### config.mk
export PLATFORM = sky130hd
export DESIGN_NAME = pio_host
export DESIGN_NICKNAME = d
export VERILOG_FILES = /design/src/hw/pio_host_pkg.sv /design/src/hw/pio_fifo.sv /design/src/hw/pio_host.sv
export SDC_FILE = /design/constraint.sdc
export NUM_CORES = 1
export LEC_CHECK = 0
export ABC_CLOCK_PERIOD_IN_PS = 4000
export BUFFER_PORTS_ARGS = -buffer_cell sky130_fd_sc_hd__clkbuf_2
export CORE_MARGIN = 3
export CORE_UTILIZATION = 61
export DETAILED_ROUTE_END_ITERATION = 16
export MAX_ROUTING_LAYER = met4
export PLACE_DENSITY = 0.8
export SETUP_SLACK_MARGIN = 0.02
export SLEW_MARGIN = 20
export SYNTH_ARGS = -nofsm -noshare
export SYNTH_HDL_FRONTEND = slang
export SYNTH_SLANG_ARGS = --single-unit
### constraint.sdc
create_clock -name mclk_i -period 4 [get_ports mclk_i]
set_clock_uncertainty 0.2 [all_clocks]
set_input_delay 0.8 -clock mclk_i [delete_from_list [all_inputs] [get_ports mclk_i]]
set_output_delay 0.8 -clock mclk_i [all_outputs]
set_load 0.005 [all_outputs]
### src/hw/pio_host_pkg.sv
// shared constants and carrier types for the task-file pio host
package pio_host_pkg;
    localparam int CLK_PERIOD_NS = 10;
    localparam int NUM_MODES = 5;
    localparam int FIFO_DEPTH = 16;
    localparam int FIFO_WIDTH = 16;
    localparam int CNT_W = 8;
    // per-mode figures in ns: cycle, addr setup, strobe, recovery
    localparam int T_CYCLE_NS [NUM_MODES] = '{600, 383, 240, 180, 120};
    localparam int T_ASU_NS [NUM_MODES] = '{70, 50, 30, 30, 25};
    localparam int T_STB_NS [NUM_MODES] = '{165, 125, 100, 80, 70};
    localparam int T_STB8_NS [NUM_MODES] = '{290, 290, 290, 80, 70};
    localparam int T_REC_NS [NUM_MODES] = '{22, 22, 22, 70, 25};
    localparam int T_WDH_NS [NUM_MODES] = '{30, 20, 15, 10, 10};
    localparam int T_AH_NS [NUM_MODES] = '{20, 15, 10, 10, 10};
    localparam int READY_SAMPLE_DELAY_NS = 35;
    localparam int READY_WAIT_MAX_NS = 1250;
    // least times round up to whole cycles, never below one
    function automatic logic [CNT_W-1:0] ns2cyc(input int ns);
        int c;
        c = (ns + CLK_PERIOD_NS - 1) / CLK_PERIOD_NS;
        if (c < 1) begin
            c = 1;
        end
        return CNT_W'(c);
    endfunction
    localparam logic [CNT_W-1:0] READY_SAMPLE_CYC =
        ns2cyc(READY_SAMPLE_DELAY_NS);
    // two extra cycles cover the two-flop ready synchroniser
    localparam logic [CNT_W-1:0] READY_WAIT_MAX_CYC =
        CNT_W'(READY_WAIT_MAX_NS / CLK_PERIOD_NS + 2);
    localparam logic [2:0] MODE_RESET = 3'h0;

    typedef struct packed {
        logic write;
        logic word;
        logic cs1;
        logic [2:0] addr;
        logic [2:0] mode;
    } pio_req_t;

    typedef struct packed {
        logic [15:0] data;
        logic is16;
        logic timeout;
    } pio_rsp_t;

    typedef enum logic [2:0] {
        ST_IDLE, ST_SETUP, ST_STROBE, ST_WAIT, ST_HOLD, ST_RECOVER
    } pio_state_t;
endpackage

### src/hw/pio_fifo.sv
// parameterised flip-flop fifo with valid and ready on both sides
`timescale 1ns/1ns
module pio_fifo #(
    parameter int WIDTH = 16,
    parameter int DEPTH = 16
) (
    input wire logic mclk_i,
    input wire logic rstn_i,
    input wire logic in_valid_i,
    output logic in_ready_o,
    input wire logic [WIDTH-1:0] in_data_i,
    output logic out_valid_o,
    input wire logic out_ready_i,
    output logic [WIDTH-1:0] out_data_o
);
    localparam int AW = $clog2(DEPTH);
    typedef struct packed {
        logic [AW:0] wptr;
        logic [AW:0] rptr;
    } fifo_state_t;
    fifo_state_t st, next_st;
    logic [WIDTH-1:0] mem [DEPTH];
    logic full, empty, push, pop;

    assign empty = (st.wptr == st.rptr);
    assign full = (st.wptr[AW-1:0] == st.rptr[AW-1:0]) &&
                  (st.wptr[AW] != st.rptr[AW]);
    assign in_ready_o = !full;
    assign out_valid_o = !empty;
    assign out_data_o = mem[st.rptr[AW-1:0]];
    assign push = in_valid_i && !full;
    assign pop = out_ready_i && !empty;

    always_comb begin
        next_st = st;
        if (push) begin
            next_st.wptr = st.wptr + 1'b1;
        end
        if (pop) begin
            next_st.rptr = st.rptr + 1'b1;
        end
    end

    always_ff @(posedge mclk_i or negedge rstn_i) begin
        if (!rstn_i) begin
            st <= '0;
        end else begin
            st <= next_st;
        end
    end

    // storage holds no reset: contents are meaningless until written
    always_ff @(posedge mclk_i) begin
        if (push) begin
            mem[st.wptr[AW-1:0]] <= in_data_i;
        end
    end
endmodule

### src/hw/pio_host.sv
// host controller driving pio task-file cycles with ready wait states
//
// Behaviour
// - location is chosen by two low-active chip selects and three address bits.
// - word accesses use sixteen data lines, byte accesses only the low eight.
// - the 16-bit indication counts only in modes 0 to 2, ignored above.
// - ready is sampled 40 ns (35 ns rounded up to whole cycles) after the strobe goes active.
// - ready never low means the cycle ends on normal mode timing.
// - ready low but back high before sampling adds no wait.
// - ready low at sampling holds the strobe until ready returns or the wait limit runs out, which flags a timeout.
`timescale 1ns/1ns
module pio_host (
    input wire logic mclk_i,
    input wire logic rstn_i,
    input wire logic req_valid_i,
    output logic req_ready_o,
    input wire pio_host_pkg::pio_req_t req_i,
    input wire logic [15:0] wdata_i,
    output logic rsp_valid_o,
    input wire logic rsp_ready_i,
    output pio_host_pkg::pio_rsp_t rsp_o,
    output logic cs0_n_o,
    output logic cs1_n_o,
    output logic [2:0] addr_o,
    output logic rd_n_o,
    output logic wr_n_o,
    output logic [15:0] data_o,
    output logic data_oe_o,
    input wire logic [15:0] data_i,
    input wire logic ready_i,
    input wire logic is16_n_i
);
    localparam int RW = $bits(pio_host_pkg::pio_rsp_t);

    typedef struct packed {
        pio_host_pkg::pio_state_t fsm;
        pio_host_pkg::pio_req_t req;
        logic [15:0] wdata;
        logic [pio_host_pkg::CNT_W-1:0] cnt;
        logic [pio_host_pkg::CNT_W-1:0] total;
        logic [pio_host_pkg::CNT_W-1:0] wcnt;
        logic cs0_n;
        logic cs1_n;
        logic [2:0] addr;
        logic rd_n;
        logic wr_n;
        logic oe;
        logic [15:0] rdata;
        logic is16;
        logic timeout;
        logic push;
        logic [1:0] rdy_sync;
        logic [1:0] is16_sync;
        logic [1:0][15:0] din_sync;
    } host_state_t;
    host_state_t st, next_st;

    logic fifo_in_ready;
    logic [RW-1:0] fifo_out;
    pio_host_pkg::pio_rsp_t push_rsp;
    logic rdy;
    logic [2:0] m;

    assign rdy = st.rdy_sync[1];
    assign m = st.req.mode;
    assign push_rsp = '{data: st.rdata, is16: st.is16,
                        timeout: st.timeout};

    // rounding per mode, evaluated on the held mode
    function automatic logic [pio_host_pkg::CNT_W-1:0] cyc_of(
        input int ns);
        return pio_host_pkg::ns2cyc(ns);
    endfunction

    logic [pio_host_pkg::CNT_W-1:0] t_asu, t_stb, t_rec, t_hold, t_cyc;
    always_comb begin
        t_asu = '0;
        t_stb = '0;
        t_rec = '0;
        t_hold = '0;
        t_cyc = '0;
        for (int i = 0; i < pio_host_pkg::NUM_MODES; i++) begin
            if (m == 3'(i)) begin
                t_asu = cyc_of(pio_host_pkg::T_ASU_NS[i]);
                t_stb = st.req.word ?
                    cyc_of(pio_host_pkg::T_STB_NS[i]) :
                    cyc_of(pio_host_pkg::T_STB8_NS[i]);
                t_rec = cyc_of(pio_host_pkg::T_REC_NS[i]);
                t_hold = cyc_of(pio_host_pkg::T_WDH_NS[i] >
                    pio_host_pkg::T_AH_NS[i] ?
                    pio_host_pkg::T_WDH_NS[i] :
                    pio_host_pkg::T_AH_NS[i]);
                t_cyc = cyc_of(pio_host_pkg::T_CYCLE_NS[i]);
            end
        end
    end

    // accept only when the response fifo can take the result; a push
    // still in flight counts, or a result could meet a full fifo
    assign req_ready_o = (st.fsm == pio_host_pkg::ST_IDLE) &&
                         fifo_in_ready && !st.push;

    always_comb begin
        next_st = st;
        next_st.push = 1'b0;
        next_st.rdy_sync = {st.rdy_sync[0], ready_i};
        next_st.is16_sync = {st.is16_sync[0], !is16_n_i};
        next_st.din_sync = {st.din_sync[0], data_i};
        if (st.fsm != pio_host_pkg::ST_IDLE) begin
            next_st.total = st.total + 1'b1;
        end
        unique case (st.fsm)
            pio_host_pkg::ST_IDLE: begin
                if (req_valid_i && req_ready_o) begin
                    next_st.req = req_i;
                    if (req_i.mode >= 3'(pio_host_pkg::NUM_MODES)) begin
                        next_st.req.mode = pio_host_pkg::MODE_RESET;
                    end
                    next_st.wdata = req_i.word ? wdata_i :
                        {8'h00, wdata_i[7:0]};
                    next_st.cs0_n = req_i.cs1;
                    next_st.cs1_n = !req_i.cs1;
                    next_st.addr = req_i.addr;
                    next_st.oe = req_i.write;
                    next_st.cnt = '0;
                    next_st.total = '0;
                    next_st.timeout = 1'b0;
                    next_st.fsm = pio_host_pkg::ST_SETUP;
                end
            end
            pio_host_pkg::ST_SETUP: begin
                next_st.cnt = st.cnt + 1'b1;
                if (st.cnt + 1'b1 >= t_asu) begin
                    next_st.cnt = '0;
                    next_st.rd_n = st.req.write;
                    next_st.wr_n = !st.req.write;
                    next_st.fsm = pio_host_pkg::ST_STROBE;
                end
            end
            pio_host_pkg::ST_STROBE: begin
                next_st.cnt = st.cnt + 1'b1;
                // synchronised ready seen at the sample point decides
                if (st.cnt + 1'b1 == pio_host_pkg::READY_SAMPLE_CYC + 2'd2
                    && !rdy) begin
                    next_st.wcnt = '0;
                    next_st.fsm = pio_host_pkg::ST_WAIT;
                end else if (st.cnt + 1'b1 >= t_stb &&
                    st.cnt + 1'b1 > pio_host_pkg::READY_SAMPLE_CYC +
                    2'd2) begin
                    next_st.cnt = '0;
                    next_st.fsm = pio_host_pkg::ST_HOLD;
                end
            end
            pio_host_pkg::ST_WAIT: begin
                next_st.wcnt = st.wcnt + 1'b1;
                // data sampled with ready returning is valid then
                if (rdy) begin
                    next_st.cnt = '0;
                    next_st.fsm = pio_host_pkg::ST_HOLD;
                end else if (st.wcnt >= pio_host_pkg::READY_WAIT_MAX_CYC)
                begin
                    next_st.timeout = 1'b1;
                    next_st.cnt = '0;
                    next_st.fsm = pio_host_pkg::ST_HOLD;
                end
            end
            pio_host_pkg::ST_HOLD: begin
                if (st.cnt == '0) begin
                    next_st.rd_n = 1'b1;
                    next_st.wr_n = 1'b1;
                    next_st.rdata = st.req.word ? st.din_sync[1] :
                        {8'h00, st.din_sync[1][7:0]};
                    // 16-bit flag is meaningless above mode 2
                    next_st.is16 = (m <= 3'h2) &&
                        st.is16_sync[1];
                end
                next_st.cnt = st.cnt + 1'b1;
                // selects and write data stay t_hold cycles past the strobe
                if (st.cnt >= t_hold) begin
                    next_st.cnt = '0;
                    next_st.oe = 1'b0;
                    next_st.cs0_n = 1'b1;
                    next_st.cs1_n = 1'b1;
                    next_st.fsm = pio_host_pkg::ST_RECOVER;
                end
            end
            pio_host_pkg::ST_RECOVER: begin
                next_st.cnt = st.cnt + 1'b1;
                if (st.cnt + 1'b1 >= t_rec && st.total + 1'b1 >= t_cyc)
                begin
                    next_st.push = 1'b1;
                    next_st.fsm = pio_host_pkg::ST_IDLE;
                end
            end
        endcase
    end

    always_ff @(posedge mclk_i or negedge rstn_i) begin
        if (!rstn_i) begin
            st <= '0;
            st.fsm <= pio_host_pkg::ST_IDLE;
            st.cs0_n <= 1'b1;
            st.cs1_n <= 1'b1;
            st.rd_n <= 1'b1;
            st.wr_n <= 1'b1;
        end else begin
            st <= next_st;
        end
    end

    assign cs0_n_o = st.cs0_n;
    assign cs1_n_o = st.cs1_n;
    assign addr_o = st.addr;
    assign rd_n_o = st.rd_n;
    assign wr_n_o = st.wr_n;
    assign data_o = st.wdata;
    assign data_oe_o = st.oe;
    assign rsp_o = pio_host_pkg::pio_rsp_t'(fifo_out);

    pio_fifo #(
        .WIDTH(RW),
        .DEPTH(pio_host_pkg::FIFO_DEPTH)
    ) u_rsp_fifo (
        .mclk_i(mclk_i),
        .rstn_i(rstn_i),
        .in_valid_i(st.push),
        .in_ready_o(fifo_in_ready),
        .in_data_i(RW'(push_rsp)),
        .out_valid_o(rsp_valid_o),
        .out_ready_i(rsp_ready_i),
        .out_data_o(fifo_out)
    );
endmodule

Yosys cells after proc, flatten, opt, wreduce, memory -nomap -nowiden
Memories as Yosys holds them, arrays and structs flattened.
Index checks and enable logic that the tools add are counted.
{ "classes": {"addsub": 5, "order_cmp": 9, "n_eq_ne": 23, "muxes": 67, "n_reduce_logical": 33} }
{ "op_table": {"columns": ["op", "n"], "rows": [
  ["8-bit 2-to-1 mux", 25],
  ["8-bit one-hot mux with 6 select lines", 1],
  ["44-bit 2-to-1 mux", 1],
  ["8-bit greater-or-equal comparator", 5],
  ["16-bit 2-to-1 mux", 2],
  ["3-bit 2-to-1 mux", 10],
  ["5-bit 2-to-1 mux", 5],
  ["8-bit by 1-bit adder with 8-bit output (second input constant)", 3],
  ["3-bit one-hot mux with 6 select lines", 1],
  ["8-bit one-hot mux with 2 select lines", 1],
  ["2-bit != test (second input constant)", 7],
  ["3-bit by 2-bit equality test with 1-bit output (second input constant)", 4],
  ["2-bit 2-to-1 mux", 6],
  ["5-bit by 1-bit adder with 5-bit output (second input constant)", 2],
  ["1-bit logical AND", 10],
  ["3-bit equality test (second input constant)", 3],
  ["1-bit 2-to-1 mux", 9],
  ["8-bit by 3-bit equality test with 1-bit output (second input constant)", 1],
  ["8-bit by 7-bit greater-or-equal comparator with 1-bit output (second input constant)", 1],
  ["8-bit by 3-bit greater-than comparator with 1-bit output (second input constant)", 1],
  ["8-bit logical NOT", 1],
  ["2-bit one-hot mux with 2 select lines", 2],
  ["2-bit AND reduction", 4],
  ["2-bit nonzero test", 4],
  ["17 further kinds", 28]
]} }
{ "totals": {"regBits": 122, "ramBits": 288, "word_cells": 163, "n_memories": 1} }
{ "mem_list": {"columns": ["memory", "depth", "word_bits", "rd", "rd_ports_with_merged_regs", "wr", "line_no", "text"], "rows": [
  ["u_rsp_fifo.mem", 16, 18, 1, 0, 1, "pio_fifo.sv:22", "logic [WIDTH-1:0] mem [DEPTH];"]
]} }

Longest topological paths before layout
{ "logic_depth": {"ltp_word": 11, "depth_mapped": 11} }

By module
Synthesis repeated with hierarchy kept, for this count alone.
{ "hier_totals": {"cells_unflattened": 1090, "area_unflattened_um2": 17036.3} }
{ "modules_own_cells": {"columns": ["module", "instances", "cells_per_inst", "area_each_um2", "seq_area_each_um2"], "rows": [
  ["pio_fifo", 1, 559, 11745.0, 8898.5],
  ["pio_host", 1, 531, 5291.3, 2782.7]
]} }

Least setup slack after synthesis
OpenSTA, ideal clock, no wires.
{ "synth_timing": {"kind": "reg-to-reg", "start": "reg u_rsp_fifo.st[8] (netlist bit)", "end": "mem u_rsp_fifo.mem[3][0] (netlist bit) (enable)", "setup_ns": 0.439, "arrival_ns": 2.818, "setup_slack_ns": 0.542, "stages_incl_launch_ff": 7, "n_path_buf": 1, "period_less_slack_ns": 3.458, "cell_sequence": "dfrtp_1 -> buf_4 -> xor2_1 -> nor4_4 -> nand2_1 -> nand2_1 -> nor4_1"} }
{ "synth_via": {"elab_chain_len": 6} }
{ "synth_lines": {"columns": ["element", "line_no", "text"], "rows": [
  ["start: declaration", "pio_fifo.sv:21", "fifo_state_t st, next_st;"],
  ["start signal: assignment", "pio_fifo.sv:48", "st <= next_st;"],
  ["4-bit equality test", "pio_fifo.sv:26", "assign full = (st.wptr[AW-1:0] == st.rptr[AW-1:0]) &&"],
  ["1-bit logical AND", "pio_fifo.sv:26", null],
  ["1-bit logical NOT", "pio_fifo.sv:31", "assign push = in_valid_i && !full;"],
  ["1-bit logical AND", "pio_fifo.sv:31", null],
  ["1-bit 2-to-1 mux", "pio_fifo.sv:54", "if (push) begin"],
  ["1-bit 2-to-1 mux (implied by the code)", "pio_fifo.sv:55", "mem[st.wptr[AW-1:0]] <= in_data_i;"],
  ["end: declaration", "pio_fifo.sv:22", null]
]} }
Several ways; a longest one is shown, not always the timed one.

==> run metrics <==
setup violators final 0; chip width 171.5 microns; depth of the CTS H-tree 2; routed length per placed instance 24.14 microns; post-CTS setup repair buffer count 0; Hold EP st[27]; antenna violations before repair 0; CTS buffer count 41; total track usage 0.2514; total wire length 34.42 mm; Final Max Slew Viols 0; Crit Path Max Fanout 75; status finished, final reports clean; Slew Limit Headroom 0.2836; clock root buffer clkbuf_16; VDD IR max 0.6034 mV; clk buf depth 3; chip height 171.5 microns; reg2reg setup slack 0.58 ns; TritonCTS clock tree yes; Core Area 26500 sq um; Initial Utilization 0.6304; GPL Wtd Cong 0.9017; Post-synth EDFFs 288; Critical Path End Type primary output; vias in the first global route 9076; Final Hold Fails 0; Synth Instances 962; Hold Buf Count CTS 0; # resized after CTS 0; ratio of cells with drive above 1 in the final layout 0.3006; #FFs+latches synth 409; Setup CP Type reg -> out; via count 8813; CP arrival 2.77 ns; syn_nets 1038; max capacitance violation total 0; RSZ-0062 raised after global routing false; mean area per synthesized cell 17.37 sq um; reg-to-reg endpoint st[112]; DR pass1 iterations 5; Sink Count 409; worst r2r path cells 9; GRT Residual Overflow 0; antenna violation net count after detailed routing 0; HPWL Detailed 20.08 mm; Via density 6.180; sequential area share after synthesis 0.6992; setup_tns 0 ns; fill count 1602; Critical Path Source Type flop; R2R Path Start st[79]; row count 59; DR DRC count 0; Final min period 3.766 ns; Starting DRT DRC Count 841; FMAX 0.2655 GHz; WP data required 3.00 ns; DIE AREA 29410 sq um; Worst Max-Slew Pin Slew 1.075 ns; nets 1134; Leak 7.045 nW; HP Class reg -> reg; fraction of registers with async set/reset 0.2958; IO Port Bufs 90; Main synth FF type edfxtp_1; worst hold path depth 0; PD cells 707.2 nW/um^2; Hold Startpoint next_st[27]; Synth Cell Area 16710 sq um; synthesis-to-layout area growth 12.87%; I/O pin cnt 91; first-pass GRT wire length 53.55 mm; synth unique cells 69; Worst-Skew Late Latency 0.53 ns; fin area 18860 sq um; pin count of the biggest net entering global routing 122; period utilization 0.9415; Antenna Cells 0; Post-DP Area 17510 sq um; CTS clk-pin slew, worst paths 0.06 ns; yosys warns 0
-- worst max path at each step --
stage,to,cells past startpoint,startpoint,slack (ns)
after global placement,st[112],8,st[79],0.70
after floorplan,u_rsp_fifo.mem[3][0],6,u_rsp_fifo.st[8],0.54
final,rsp_o[11],4,u_rsp_fifo.st[0],0.23
after global routing,rsp_o[11],4,u_rsp_fifo.st[0],0.14
after detailed placement,st[112],8,st[79],0.68
after CTS,rsp_o[14],4,u_rsp_fifo.st[0],0.21
-- registers in the layout, indices dropped and copies added (netlist names) --
register        cells
rd_n_o              1
data_oe_o           1
cs1_n_o             1
rdy                 1
addr_o              3
next_st            18
data_o             16
push_rsp           18
u_rsp_fifo.st      10
cs0_n_o             1
u_rsp_fifo.mem    288
wr_n_o              1
m                   3
st                 47
-- layout make-up --
cell class,count,area (sq um),share of cell area
Multi-Input combinational cell,467,4632,0.2456
Clock inverter,13,105.1,0.005574
Clock buffer,63,1240,0.06576
Timing Repair Buffer,115,684.4,0.03629
Tap cell,335,419.2,0.02223
Sequential cell,409,11690,0.6197
Inverter,24,90.09,0.004777
-- worst max-delay path, stage by stage (launching register included) --
cell	delay, ns
dfrtp_4	0.43
buf_12	0.48
mux4_2	0.62
mux4_2	0.51
clkbuf_2	0.14
-- cells in the mapped netlist, types with 4 or more instances --
master	number	area, sq um
nor3_1	5	25.02
inv_1	24	90.09
and3_1	4	25.02
a22o_1	5	43.79
mux4_2	90	2027
xnor2_1	11	96.34
dfrtp_1	117	2928
nor2_1	37	138.9
mux2_2	21	236.5
xor2_1	12	105.1
o21a_1	8	60.06
nand3_1	10	50.05
edfxtp_1	288	8648
and2_1	12	75.07
nor4_1	4	25.02
clkbuf_1	19	71.32
buf_2	13	65.06
o21ai_0	45	225.2
o22ai_1	4	25.02
buf_1	7	26.28
nand2_1	62	232.7
dfstp_2	4	105.1
buf_4	22	165.2
nand4_1	4	25.02
ha_1	29	362.9
a21oi_1	18	90.09
nand2b_1	16	100.1
a31oi_1	6	37.54
-- metrics by stage --
step	cells	util	setup slack, ns	hold slack (ns)	power [mW]
detailed placement	1350	0.6606	0.6807	0.1347	9.667
global route	1426	0.7115	0.1384	0.1443	14.01
finish	1426	0.7115	0.2342	0.1486	13.33
CTS	1426	0.7114	0.2063	0.1438	13.43
floorplan	962	-	0.5423	0.1312	8.600
global placement	1350	0.6606	0.7041	0.1320	9.541
-- power by group --
group	total, mW	switching, mW	leakage, nW	internal, mW
clock network	3.73	1.57	0.665	2.17
registers	5.91	0.651	4.15	5.26
logic	3.69	1.84	2.23	1.85
-- kinds of logic after synthesis --
| family | count (synthesis) | share of synthesized area |
|---|---|---|
| adder cells (fa/ha/maj) | 29 | 0.02172 |
| XOR/XNOR | 23 | 0.01206 |
| flip-flops | 409 | 0.6992 |
| AO/OA/AOI/OAI | 119 | 0.04658 |
| multiplexers | 115 | 0.1383 |
| AND/OR/NAND/NOR | 181 | 0.05640 |
| buffers and inverters | 86 | 0.02569 |
-- layer usage --
metal	GRT usage	part of all wire	up-vias	routed length, microns
met5	-	0	-	0
met4	0.07103	0.023	0	777
met3	0.03470	0.064	65	2188
met2	0.3909	0.49	383	16940
met1	0.3588	0.42	4475	14520
li1	-	-	3890	-
-- layout by cell type (no fill, tap or decap), drive strengths merged, types with 4 or more instances in the layout --
cell and n:
nor2 37, and3 4, xnor2 11, dfrtp 117, xor2 12, and2 13
o21ai 46, buf 25, dfstp 4, mux4 90, mux2 24, o21a 8
clkinv 10, a21oi 20, nor4 6, or3 4, ha 29, nor2b 4
a31oi 7, o22ai 4, nand3 11, a211oi 4, inv 26, nand4 4
a22o 6, nor3 7, nand2b 16, edfxtp 288, clkbuf 153, nand2 63
(Power assumes the default switching activity.)
